## src/tap_delay_pkg.sv

```systemverilog
// shared constants for the tapped delay line
package tap_delay_pkg;
  localparam int unsigned max_width = 65536;
  localparam int unsigned max_taps = 256;
  localparam int unsigned max_delay = 65536;
  localparam int unsigned def_width = 8;
  localparam int unsigned def_taps = 2;
  localparam int unsigned def_depth = 8;
  localparam int unsigned buf_entries = 2;
  localparam logic def_use_reset = 1'b1;
  localparam logic def_use_tdm = 1'b0;
endpackage : tap_delay_pkg

```

## src/skid_buffer.sv

```systemverilog
// two-entry buffer with valid and ready on both sides
`timescale 1ns/100ps
module skid_buffer #(
  parameter int unsigned width = 8
) (
  input wire logic clock,
  input wire logic rst,
  input wire logic clear,
  input wire logic [width-1:0] in_data,
  input wire logic in_valid,
  output logic in_ready,
  output logic [width-1:0] out_data,
  output logic out_valid,
  input wire logic out_ready
);
  typedef struct packed {
    logic [1:0][width-1:0] mem;
    logic [1:0] count;
    logic has_word;
    logic has_room;
  } state_type;
  // empty buffer: no word held, room for two
  localparam state_type empty_state = '{
    mem: '0, count: 2'h0, has_word: 1'b0, has_room: 1'b1
  };
  state_type s_q;
  state_type s_d;
  logic push;
  logic pop;
  always_comb begin
    s_d = s_q;
    pop = s_q.count != 2'h0 && out_ready;
    push = in_valid && s_q.count != 2'h2;
    if (pop) begin
      s_d.mem[0] = s_q.mem[1];
    end
    if (push) begin
      if (s_q.count == 2'h0 || (s_q.count == 2'h1 && pop)) begin
        s_d.mem[0] = in_data;
      end else begin
        s_d.mem[1] = in_data;
      end
    end
    s_d.count = s_q.count + 2'(push) - 2'(pop);
    if (clear) begin
      s_d = '0;
    end
    // flags are registered so the outputs come from flip-flops
    s_d.has_word = s_d.count != 2'h0;
    s_d.has_room = s_d.count != 2'h2;
  end
  always_ff @(posedge clock or posedge rst) begin
    if (rst) begin
      s_q <= empty_state;
    end else begin
      s_q <= s_d;
    end
  end
  assign in_ready = s_q.has_room;
  assign out_data = s_q.mem[0];
  assign out_valid = s_q.has_word;
endmodule : skid_buffer

```

## src/tapped_delay.sv

```systemverilog
// multi-tap delay line with optional tap pairing and optional reset
//
// Functional notes
// - data width selectable from 1 to 65536
// - tap count 1 to 256, final included
// - tap zero lies nearest the input
// - each tap delays absolutely, 1 to 65536
// - adjacent taps may share one output path
// - reset disabled: reset_n input ignored, rst still clears
`timescale 1ns/100ps
module tapped_delay
  import tap_delay_pkg::*;
#(
  parameter int unsigned width = tap_delay_pkg::def_width,
  parameter int unsigned taps = tap_delay_pkg::def_taps,
  parameter int unsigned depth = tap_delay_pkg::def_depth,
  parameter int unsigned delays [taps] = '{default: 1},
  parameter logic [taps-1:0] tdm_pair = '0,
  parameter logic use_reset = tap_delay_pkg::def_use_reset
) (
  input wire logic clock,
  input wire logic rst,
  input wire logic reset_n,
  input wire logic [width-1:0] data_in,
  output logic [taps-1:0][width-1:0] tap_out,
  output logic tdm_phase,
  output logic [width-1:0] last_data,
  output logic last_valid,
  input wire logic last_ready,
  output logic last_in_ready
);
  import tap_delay_pkg::*;

  // last tap of the list, the one whose word also feeds the buffer
  localparam int unsigned last_tap = taps - 1;

  // elaboration checks: a bad setting stops the build early

  if (width < 1) begin : g_bad_width_low
    $error("data width below one bit");
  end

  if (width > max_width) begin : g_bad_width_high
    $error("data width above the maximum");
  end

  if (taps < 1) begin : g_bad_taps_low
    $error("no taps configured");
  end

  if (taps > max_taps) begin : g_bad_taps_high
    $error("too many taps");
  end

  // the chain is at least one stage and no longer than the top delay
  if (depth < 1) begin : g_bad_depth_low
    $error("chain has no stages");
  end

  if (depth > max_delay) begin : g_bad_depth_high
    $error("chain longer than the maximum delay");
  end

  // the last tap has no partner, so it cannot open a pair
  if (tdm_pair[last_tap]) begin : g_bad_last_pair
    $error("last tap cannot be paired");
  end

  for (genvar g = 0; g < taps; g++) begin : g_tap_check
    if (delays[g] < 1) begin : g_bad_delay_low
      $error("tap delay below one cycle");
    end
    if (delays[g] > max_delay) begin : g_bad_delay_high
      $error("tap delay above the maximum");
    end
    // the output register gives one cycle, the chain the rest
    if (delays[g] > depth + 1) begin : g_short_chain
      $error("tap delay longer than the chain");
    end
    if (g + 1 < taps) begin : g_next
      if (delays[g] > delays[g+1]) begin : g_bad_order
        $error("taps out of order");
      end
      // overlapping pairs would fight over one output
      if (tdm_pair[g] && tdm_pair[g+1]) begin : g_bad_overlap
        $error("tap pairs overlap");
      end
    end
  end

  // whole state of the delay line in one record
  typedef struct packed {
    // chain of stages, stage 0 newest
    logic [depth-1:0][width-1:0] stage;
    // registered tap words, tap 0 nearest the input
    logic [taps-1:0][width-1:0] tap;
    // pairing phase, free running
    logic phase;
  } state_type;

  // state after any reset or clear: stages, taps and phase at zero
  localparam state_type clear_state = '0;

  state_type s_q;
  state_type s_d;

  // synchronous clear request, qualified by the reset option
  logic clr;

  // final tap as it leaves the buffer
  logic [width-1:0] buf_data;
  logic buf_valid;
  logic buf_in_ready;

  // ignore when disabled
  // with the option off the clear folds to a constant zero
  assign clr = use_reset && !reset_n;

  // timing: a word on data_in at edge k sits in stage 0 after edge k;
  // a tap of delay d shows it after edge k+d-1, one cycle later than
  // the stage it reads, because the tap itself is a register; a delay
  // of one therefore reads data_in straight, with no stage between
  always_comb begin
    logic [taps-1:0][width-1:0] pick;
    pick = '0;
    s_d = s_q;

    // shift the chain: stage 0 holds the input one cycle old
    s_d.stage[0] = data_in;
    for (int unsigned i = 1; i < depth; i++) begin
      s_d.stage[i] = s_q.stage[i-1];
    end

    // the pairing phase runs free and flips on every edge without a clear
    s_d.phase = ~s_q.phase;

    // absolute delay tap
    // delays count from the input, never from the tap before
    for (int unsigned t = 0; t < taps; t++) begin
      if (delays[t] <= 1) begin
        pick[t] = data_in;
      end else begin
        pick[t] = s_q.stage[delays[t]-2];
      end
    end

    // unpaired taps show their own word
    for (int unsigned t = 0; t < taps; t++) begin
      s_d.tap[t] = pick[t];
    end

    // tdm pair share
    // the lower tap of a pair loads its own word while the phase is
    // low and its partner's word while it is high; the partner's own
    // output stays at zero so nothing reads a stale copy
    for (int unsigned t = 0; t + 1 < taps; t++) begin
      if (tdm_pair[t]) begin
        if (s_q.phase) begin
          s_d.tap[t] = pick[t+1];
        end else begin
          s_d.tap[t] = pick[t];
        end
        s_d.tap[t+1] = '0;
      end
    end

    // synchronous clear
    // the clear also restarts the phase so pairs line up again
    if (clr) begin
      s_d = clear_state;
    end
  end

  // asynchronous reset loads constants only
  always_ff @(posedge clock or posedge rst) begin
    if (rst) begin
      s_q <= clear_state;
    end else begin
      s_q <= s_d;
    end
  end

  // every tap and the phase come straight from the state register
  assign tap_out = s_q.tap;
  assign tdm_phase = s_q.phase;

  // the final tap also streams through a buffer, but a stall by the
  // consumer still loses words; a word offered while the buffer is full
  // is lost to the buffer only, never to the taps
  skid_buffer #(
    .width(width)
  ) u_buf (
    .clock(clock),
    .rst(rst),
    .clear(clr),
    .in_data(s_q.tap[last_tap]),
    .in_valid(1'b1),
    .in_ready(buf_in_ready),
    .out_data(buf_data),
    .out_valid(buf_valid),
    .out_ready(last_ready)
  );

  // the buffer drives these from its own register bits
  assign last_data = buf_data;
  assign last_valid = buf_valid;
  assign last_in_ready = buf_in_ready;

endmodule : tapped_delay

```

## config.mk

```make
export PLATFORM = sky130hd
export DESIGN_NAME = tapped_delay
export DESIGN_NICKNAME = d
export VERILOG_FILES = /design/src/tap_delay_pkg.sv /design/src/skid_buffer.sv /design/src/tapped_delay.sv
export SDC_FILE = /design/constraint.sdc
export NUM_CORES = 1
export LEC_CHECK = 0
export BUFFER_PORTS_ARGS = -buffer_cell sky130_fd_sc_hd__buf_2
export CORE_UTILIZATION = 51
export DETAILED_ROUTE_END_ITERATION = 10
export PLACE_DENSITY_LB_ADDON = 0.3
export SYNTH_ARGS = -nofsm -noshare
export SYNTH_HDL_FRONTEND = slang
export SYNTH_SLANG_ARGS = --single-unit
```

## constraint.sdc

```tcl
create_clock -name clock -period 2.2 [get_ports clock]
set_clock_uncertainty 0.1 [all_clocks]
set_input_delay 0.55 -clock clock [delete_from_list [all_inputs] [get_ports clock]]
set_output_delay 0.55 -clock clock [all_outputs]
set_load 0.05 [all_outputs]
```

After elaboration in Yosys (flattened, before gate mapping):

Cells that the tools add are included.

* add/sub/neg operators: 2
* equal/unequal tests: 5
* multiplexer cells: 6
* bitwise logic cells: 1
* reduce and logical (&&, ||, !) cells: 7

Operators by type and width (count)
* $mux W73: 1
* $mux W8: 3
* $mux W20: 1
* $mux W16: 1
* $ne A2 B2 Y1 const B: 3
* $reduce_bool A2 Y1: 2
* $add A2 B1 Y2: 1
* $eq A2 B1 Y1 const B: 1
* $logic_and A1 B1 Y1: 2
* $logic_not A2 Y1: 1
* $ne A2 B1 Y1 const B: 1
* $reduce_and A2 Y1: 1
* $sub A2 B1 Y2: 1
* $logic_or A1 B1 Y1: 1
* $not A1 Y1: 1

* register bits: 85
* input port bits: 12
* output and inout port bits: 27
* logic and storage cells: 35

Longest topological paths before layout:

Gate-level depths: netlist of run 1.

* word-level depth: 8
* mapped depth: 9
* mapped depth without buffers: 8

Hierarchy:

A second synthesis of run 1 with hierarchy kept.

* cells, all modules: 114
* area total of the unflattened synthesis: 1350.0 um2

Modules (own cells, without submodules)
* skid_buffer: times used 1, cells an instance 85, area an instance 984.7 um2, seq. area each 501.7 um2
* tapped_delay: times used 1, cells an instance 29, area an instance 365.4 um2, seq. area each 225.2 um2

Worst setup path after synthesis of run 1:

Ideal clock, no wire load.

* path kind: register -> register
* from: reg u_buf.s_q[3] (netlist name)
* to: reg u_buf.s_q (netlist bit u_buf.in_ready)
* library setup time: 0.082 ns
* arrival time: 1.787 ns
* data required time: 2.018 ns
* path slack: 0.231 ns
* stages on the path, launching flop included: 10
* path buffers: 1
* period minus slack after synthesis: 1.969 ns
* cell sequence: dfrtp_1 -> buf_4 -> o21ai_4 -> inv_2 -> ha_1 -> inv_1 -> ha_1 -> xor3_1 -> nand2_1 -> or2_1

RTL lines
* from (decl): RTL line skid_buffer.sv:26 `state_type s_q;`
* from (signal assigned): RTL line skid_buffer.sv:54 `s_q <= empty_state;`

==> key figures, run 1 <==
Synth
  – Cell with the most instances after synthesis: dfrtp_1
  – Sequential area share after synthesis: 51.5%
  – Synth area leader: dfrtp_1
  – Mapped cell area: 1410 um^2
  – Asr flop ratio synth: 100%
  – Syn nets: 150
  – Ys flop type: dfrtp_1
  – Unique masters post-synth: 25
  – Syn_area_per_cell: 10.4 um^2
  – Yosys warnings: 0
  – Commonest cells in the netlist: 28 x dfrtp_1, 20 x nand2_1, 18 x buf_4
  – Synth area leaders: dfrtp_1 50%, buf_4 9.6%, nand2_1 5.3%, nand3b_1 4.3%, o31ai_1 4.3%
  – Flops & latches, synth: 29
  – Post-synth top area share: 49.6%
  – Cells after Synth: 136
  – EDFF count, synth: 0

Routing
  – Routed WL: 2.49 mm
  – Antenna viol nets, final: 0
  – Vias: 996
  – WL/cell: 12.9 um
  – Drt pass-1 iters: 4
  – Drc violations: 0
  – Initial drt markers: 22
  – Vias per cell: 5.13

Die
  – Die X: 54.6 um
  – Core area: 2540 um^2
  – Initial core utilization: 55.5%
  – Row cnt: 18
  – Top Ports: 39
  – Die H: 54.6 um
  – Die footprint: 2980 um^2

STA
  – Fmax: 490 MHz
  – Final Hold Viols: 0
  – Setup violations, final: 0
  – Final worst-path cycle share: 92.8%
  – Worst slew margin: 67.6%
  – Slew @ Worst Pin: 486 ps
  – Crit path time final: 2040 ps
  – Slew Limit Fails: 0
  – RSZ-0062 raised after global routing: no
  – Setup TNS: 0 ps
  – Post-route setup slack: 157 ps

Clock tree
  – Clk root buf: clkbuf_4
  – Hold_buf cts: 0
  – Sink Count: 29
  – Post-cts sizing count: 0
  – Clock transition at path regs: 90 ps
  – Post-CTS Setup Inserts: 0
  – CTS tree: yes
  – Max Root-Sink Buffers: 2
  – Clock Latency Late Sink: 330 ps
  – Htree depth: 2
  – CTS Buf Count: 5

Setup path
  – Reg2reg path depth: 8
  – Worst reg2reg setup slack: 160 ps
  – Critical Path Source Type: register
  – Worst EP required: 2350 ps
  – Reg2reg start: u_buf.s_q[2]
  – CP Max Fanout: 11
  – Worst r2r dst: u_buf.in_ready
  – Worst EP arrival: 2200 ps
  – Type of the worst setup path: reg2reg
  – Crit. End Element: register

Place
  – Routability cong.: 0.797
  – Count of buffers from port buffering: 38
  – Dpl ws: 164 ps
  – Cells after DPL: 186
  – Final HPWL DP: 1.85 mm

Global routing
  – Total grt overflow: 0
  – Initial antenna violation count: 0
  – Gr usage total: 21.0%
  – First-pass GRT wire length: 4.23 mm
  – Largest net degree at the start of global routing: 20
  – Vias in the first global route: 979

Hold path
  – Worst min path class: in2async

Power
  – Pleak: 0.798 nW
  – PD cells: 1190 nW/um^2
  – Worst VDD drop: 0.000915 V
  – Pwr Total: 0.00188 W

Job
  – Max-cap violations: 0

Finish
  – Final std cells w/o fill: 194
  – ANT cells: 0
  – Utilization after layout: 62.1%
  – Fill count: 238
  – Synthesis-to-finish area growth: 12.1%
  – Multi-input gate area: 487 um^2
  – Fraction of layout cells with a size suffix above 1: 33.5%
  – Sequential Area: 727 um^2
  – Final #Nets: 177

Outcome
  – Status: completed
==> layer usage <==
layer  GRT usage (%)  share of wire, %  vias up
li1                -                 -      500
met1            26.3                48      451
met2            32.3                45       38
met3            5.83               5.4        7
met4            12.0               2.0        0
met5               0                 0        -
==> per-stage QoR <==
step / cell area [um^2] / hold WS (ps)
after floorplan: 1410 / 410
after global placement: 1510 / 304
after detailed placement: 1510 / 307
after CTS: 1580 / 129
after global routing: 1580 / 158
final: 1580 / 132
==> how the worst max path moves through the flow <==
stage | startpoint | endpoint | slack, ps | cells after the start
floorplan | u_buf.s_q[3] | u_buf.in_ready | 230 | 9
detailed placement | u_buf.s_q[2] | u_buf.in_ready | 160 | 8
CTS | u_buf.s_q[2] | u_buf.in_ready | 150 | 8
global placement | u_buf.s_q[2] | u_buf.in_ready | 220 | 8
finish | u_buf.s_q[2] | u_buf.in_ready | 160 | 8
global route | u_buf.s_q[2] | u_buf.in_ready | 30 | 8
==> cells by family after synthesis <==
| kind of cell | after synthesis | synth area share [%] |
|---|---|---|
| compound gates | 33 | 15.7 |
| flops | 29 | 51.5 |
| simple gates | 41 | 15.3 |
| fa+ha+maj | 2 | 1.77 |
| buf+inv | 30 | 14.0 |
| xor+xnor | 1 | 1.68 |
==> cell usage in the layout (no fill, tap or decap), types with 2 or more instances in the layout <==
master / netlist / routed
ha_1: 2 / 2
dfrtp_1: 28 / 28
nand2_1: 20 / 20
o21ai_1: 5 / 5
o21ai_0: 3 / 3
buf_2: 2 / 38
clkbuf_4: 0 / 5
and2_1: 8 / 8
a21oi_1: 8 / 8
buf_4: 18 / 5
clkinv_1: 2 / 2
nand3b_1: 8 / 8
o31ai_1: 8 / 8
inv_1: 4 / 4
a31oi_1: 7 / 7
or2_1: 2 / 2
==> power breakdown <==
part           total [W]  internal (W)  switching, W
combinational   0.000761      0.000242      0.000519
sequential      0.000702      0.000627     0.0000748
clock           0.000418      0.000238      0.000180
==> final cells by class <==
type	instances	area share (%)
clock buffers	6	2.61
clock inverters	2	2.22
inverters	7	1.66
multi-input cells	77	30.8
flip-flops and latches	29	46.0
well taps	30	2.37
repair buffers	43	14.4
==> flip-flops by register name (all words and copies together) (netlist names) <==
register         flops
u_buf.s_q           10
s_q                  8
u_buf.out_valid      1
tdm_phase            1
u_buf.in_ready       1
u_buf.out_data       8
==> worst max-delay path, cell delays in order, from the launching register on <==
cell and delay [ps]:
dfrtp_1 530, o21ai_4 310, inv_2 60, ha_1 270, inv_1 40, ha_1 170
xor3_1 190, nand2_1 80, or2_1 220
(Power assumes the default switching activity.)
==> run 2: changes to the inputs <==
--- a/config.mk
+++ b/config.mk
@@ -8,7 +8,7 @@
 export BUFFER_PORTS_ARGS = -buffer_cell sky130_fd_sc_hd__buf_2
 export CORE_UTILIZATION = 51
 export DETAILED_ROUTE_END_ITERATION = 10
-export PLACE_DENSITY_LB_ADDON = 0.3
+export PLACE_DENSITY = 0.78
 export SYNTH_ARGS = -nofsm -noshare
 export SYNTH_HDL_FRONTEND = slang
 export SYNTH_SLANG_ARGS = --single-unit
==> key figures, run 2 (same netlist as run 1, synthesis figures left out) <==
Finish
  – Commonest non-fill, non-tap cell in the layout: buf_2
  – Sequential Area: 727 um^2
  – Largest register FFs: 10
  – Fill count: 221
  – Largest register by flop count: u_buf.s_q
  – Fraction of layout cells with a size suffix above 1: 34.1%
  – ANT cells: 0
  – Final #Nets: 177
  – Synthesis-to-finish area growth: 12.6%
  – Multi-input gate area: 487 um^2
  – Most frequent cells in the layout: 38 x buf_2, 28 x dfrtp_1, 20 x nand2_1
  – Design Area, Final: 1590 um^2

Global routing
  – Largest net degree at the start of global routing: 30
  – Total grt overflow: 0
  – Initial antenna violation count: 0
  – Gr usage total: 20.4%
  – Vias in the first global route: 882
  – First-pass GRT wire length: 4.01 mm

STA
  – Final Hold Slack: 155 ps
  – Fmax: 481 MHz
  – Slew @ Worst Pin: 472 ps
  – Slew Limit Fails: 0
  – RSZ-0062 raised after global routing: no
  – Crit path time final: 2080 ps
  – Setup TNS: 0 ps
  – Worst slew margin: 68.4%
  – Setup violations, final: 0
  – Final worst-path cycle share: 94.5%
  – Final Hold Viols: 0

Routing
  – Antenna viol nets, final: 0
  – Vias: 995
  – Drt pass-1 iters: 4
  – WL/cell: 12.8 um
  – Drc violations: 0
  – Routed WL: 2.48 mm
  – Vias per cell: 5.13
  – Initial drt markers: 17

Clock tree
  – Clock Latency Late Sink: 330 ps
  – Hold_buf cts: 0
  – Htree depth: 2
  – Sink Count: 29
  – Clk root buf: clkbuf_4
  – Post-cts sizing count: 0
  – Max Root-Sink Buffers: 2
  – CTS Buf Count: 5
  – CTS tree: yes
  – Clock transition at path regs: 100 ps
  – Post-CTS Setup Inserts: 0

Place
  – Routability cong.: 0.791
  – Final HPWL DP: 1.89 mm
  – Placed cell area: 1510 um^2
  – Count of buffers from port buffering: 38

Die
  – Top Ports: 39
  – Die X: 54.6 um
  – Die footprint: 2980 um^2
  – Row cnt: 18
  – Core area: 2540 um^2
  – Die H: 54.6 um
  – Initial core utilization: 55.5%

Job
  – Max-cap violations: 0

Power
  – Pwr Total: 0.00192 W
  – PD cells: 1210 nW/um^2
  – Pleak: 0.797 nW
  – Worst VDD drop: 0.000824 V

Setup path
  – CP Max Fanout: 10
  – Worst EP required: 2370 ps
  – Reg2reg start: u_buf.s_q[2]
  – Type of the worst setup path: reg2reg
  – Crit path from: u_buf.s_q[2]
  – Critical Path Source Type: register
  – Crit. End Element: register
  – Worst EP arrival: 2250 ps

Hold path
  – Worst min path class: in2async

Outcome
  – Status: completed
## run 2: cell count changes in the layout (fill, tap and decap cells not counted)
cell and change:
clkbuf_1 -1, clkinv_2 -1, clkinv_4 +1, clkinvlp_4 +1
## run 2: cell type report
| class | instances | area share [%] |
|---|---|---|
| sequential | 29 | 45.7 |
| inverter | 7 | 1.65 |
| clock inverter | 3 | 2.91 |
| multi-input combinational | 77 | 30.6 |
| clock buffer | 5 | 2.36 |
| tap | 30 | 2.36 |
| timing repair buffer | 43 | 14.3 |
## run 2: critical path: stages, from the launching register on
cell	delay, ps
dfrtp_1	420
buf_4	190
clkinv_1	210
ha_1	360
inv_1	40
ha_1	180
xor3_1	200
nand2_1	90
or2_1	230
## run 2: final timing paths
kind / to / slack (ps) / cells after the start
min reg2reg: tdm_phase / 320 / 1
min in group clock: tdm_phase / 320 / 1
min: u_buf.out_data[7] / 150 / 3
max in group asynchronous: u_buf.in_ready / 1540 / 3
max reg2reg: u_buf.in_ready / 120 / 8
max: u_buf.in_ready / 120 / 8
## run 2: power by group
group	internal (W)	switching [W]	total, W	leakage, nW
sequential	0.000627	0.0000563	0.000683	0.380
clock	0.000240	0.000205	0.000445	0.0414
combinational	0.000246	0.000541	0.000787	0.376
total	0.00111	0.000802	0.00192	0.797
## run 2: per-layer routing
layer / GRT usage [%] / part of all wire [%]
met5: 0 / 0
met3: 5.83 / 6.7
met1: 25.8 / 44
met4: 12.8 / 1.9
met2: 30.3 / 47
## run 2: metrics by stage
| stage | setup slack, ps | utilization [%] | instances |
|---|---|---|---|
| floorplan | 231 | - | 136 |
| global placement | 225 | 59.1 | 186 |
| detailed placement | 123 | 59.1 | 186 |
| CTS | 112 | 62.4 | 194 |
| global route | 13.1 | 62.4 | 194 |
| finish | 120 | 62.4 | 194 |
==> run 3: changes to the inputs <==
--- a/config.mk
+++ b/config.mk
@@ -9,6 +9,7 @@
 export CORE_UTILIZATION = 51
 export DETAILED_ROUTE_END_ITERATION = 10
 export PLACE_DENSITY = 0.78
+export RECOVER_POWER = 100
 export SYNTH_ARGS = -nofsm -noshare
 export SYNTH_HDL_FRONTEND = slang
 export SYNTH_SLANG_ARGS = --single-unit
==> key figures, run 3 (same netlist as run 1, synthesis figures left out) <==
STA
  – Final worst-path cycle share: 94.5%
  – Worst slew margin: 3.18%
  – RSZ-0062 raised after global routing: no
  – Final Hold Viols: 0
  – Setup TNS: 0 ps
  – Crit path time final: 2080 ps
  – Slew Limit Fails: 0
  – Slew @ Worst Pin: 1450 ps
  – Post-route setup slack: 120 ps
  – Final Hold Slack: 321 ps
  – Fmax: 481 MHz
  – Setup violations, final: 0

Setup path
  – Worst EP arrival: 2250 ps
  – Type of the worst setup path: reg2reg
  – Crit. End Element: register
  – Worst reg2reg setup slack: 120 ps
  – Reg2reg start: u_buf.s_q[2]
  – Worst r2r dst: u_buf.in_ready
  – CP Max Fanout: 10
  – Reg2reg path depth: 8
  – Worst EP required: 2370 ps
  – Critical Path Source Type: register

Finish
  – Final #Nets: 177
  – Fill count: 236
  – Synthesis-to-finish area growth: 9.22%
  – Largest register by flop count: u_buf.s_q
  – Fraction of layout cells with a size suffix above 1: 15.2%
  – ANT cells: 0
  – Multi-input gate area: 484 um^2
  – Largest register FFs: 10
  – Sequential Area: 727 um^2
  – Commonest non-fill, non-tap cell in the layout: clkbuf_1
  – Design Area, Final: 1540 um^2
  – Most frequent cells in the layout: 30 x clkbuf_1, 28 x dfrtp_1, 20 x nand2_1, 11 x buf_2

Clock tree
  – Clock Latency Late Sink: 340 ps
  – Clk root buf: clkbuf_4
  – Sink Count: 29
  – Clock transition at path regs: 100 ps
  – CTS Buf Count: 5
  – Max Root-Sink Buffers: 2
  – Post-CTS Setup Inserts: 0
  – Post-cts sizing count: 0
  – Hold_buf cts: 0
  – CTS tree: yes
  – Htree depth: 2

Global routing
  – Total grt overflow: 0
  – Gr usage total: 20.4%
  – Initial antenna violation count: 0
  – Largest net degree at the start of global routing: 30
  – Vias in the first global route: 882
  – First-pass GRT wire length: 4.01 mm

Die
  – Row cnt: 18
  – Die footprint: 2980 um^2
  – Top Ports: 39
  – Initial core utilization: 55.5%
  – Core area: 2540 um^2
  – Die X: 54.6 um
  – Die H: 54.6 um

Routing
  – Routed WL: 2.49 mm
  – Drc violations: 0
  – Vias: 1003
  – WL/cell: 12.8 um
  – Vias per cell: 5.17
  – Antenna viol nets, final: 0
  – Initial drt markers: 20
  – Drt pass-1 iters: 4

Outcome
  – Status: completed

Place
  – Count of buffers from port buffering: 38
  – Dpl ws: 123 ps
  – Placed cell area: 1510 um^2
  – Routability cong.: 0.791
  – Final HPWL DP: 1.89 mm

Hold path
  – Hold path startpoint: tdm_phase
  – WHS Endpoint: tdm_phase
  – WHS Path Cells: 1
  – Worst min path class: reg2reg

Power
  – Worst VDD drop: 0.000785 V
  – Pleak: 0.684 nW
  – PD cells: 1220 nW/um^2

Job
  – Max-cap violations: 0
run 3: report_power, final:
group	leakage, nW	switching [W]	internal [W]
Combinational	0.262	0.000542	0.000213
Clock	0.0414	0.000204	0.000240
Sequential	0.380	0.0000591	0.000627
Total	0.684	0.000805	0.00108
run 3: area by class of cell:
type                            instances  area share (%)
Tap cell                               30            2.44
Timing Repair Buffer                   43            11.9
Clock buffer                            5            2.44
Multi-Input combinational cell         77            31.4
Inverter                                7            1.70
Sequential cell                        29            47.2
Clock inverter                          3            3.00
run 3: worst max path at each step:
stage                       from              to  slack, ps  cells after the start
detailed placement    last_ready  u_buf.in_ready        120                      9
finish              u_buf.s_q[2]  u_buf.in_ready        120                      8
global route        u_buf.s_q[2]  u_buf.in_ready         20                      8
floorplan           u_buf.s_q[3]  u_buf.in_ready        230                      9
global placement      last_ready  u_buf.in_ready        220                      9
CTS                 u_buf.s_q[2]  u_buf.in_ready        110                      8
run 3: per-layer routing:
layer / vias up / track usage [%] / wire, um
li1: 500 / - / -
met1: 456 / 25.8 / 1100
met2: 39 / 30.3 / 1160
met3: 8 / 5.83 / 157
met4: 0 / 12.8 / 62
met5: - / 0 / 0
run 3: critical path, cell delays in order, from the launching register on:
cell and delay [ps]:
dfrtp_1 420, buf_4 190, clkinv_1 210, ha_1 360, inv_1 40, ha_1 180
xor3_1 200, nand2_1 90, or2_1 230
run 3: metrics by stage:
stage / util (%) / power (W) / cells
floorplan: - / 0.00141 / 136
global placement: 59.1 / 0.00145 / 186
detailed placement: 59.1 / 0.00149 / 186
CTS: 62.4 / 0.00193 / 194
global route: 60.6 / 0.00200 / 194
finish: 60.6 / 0.00189 / 194
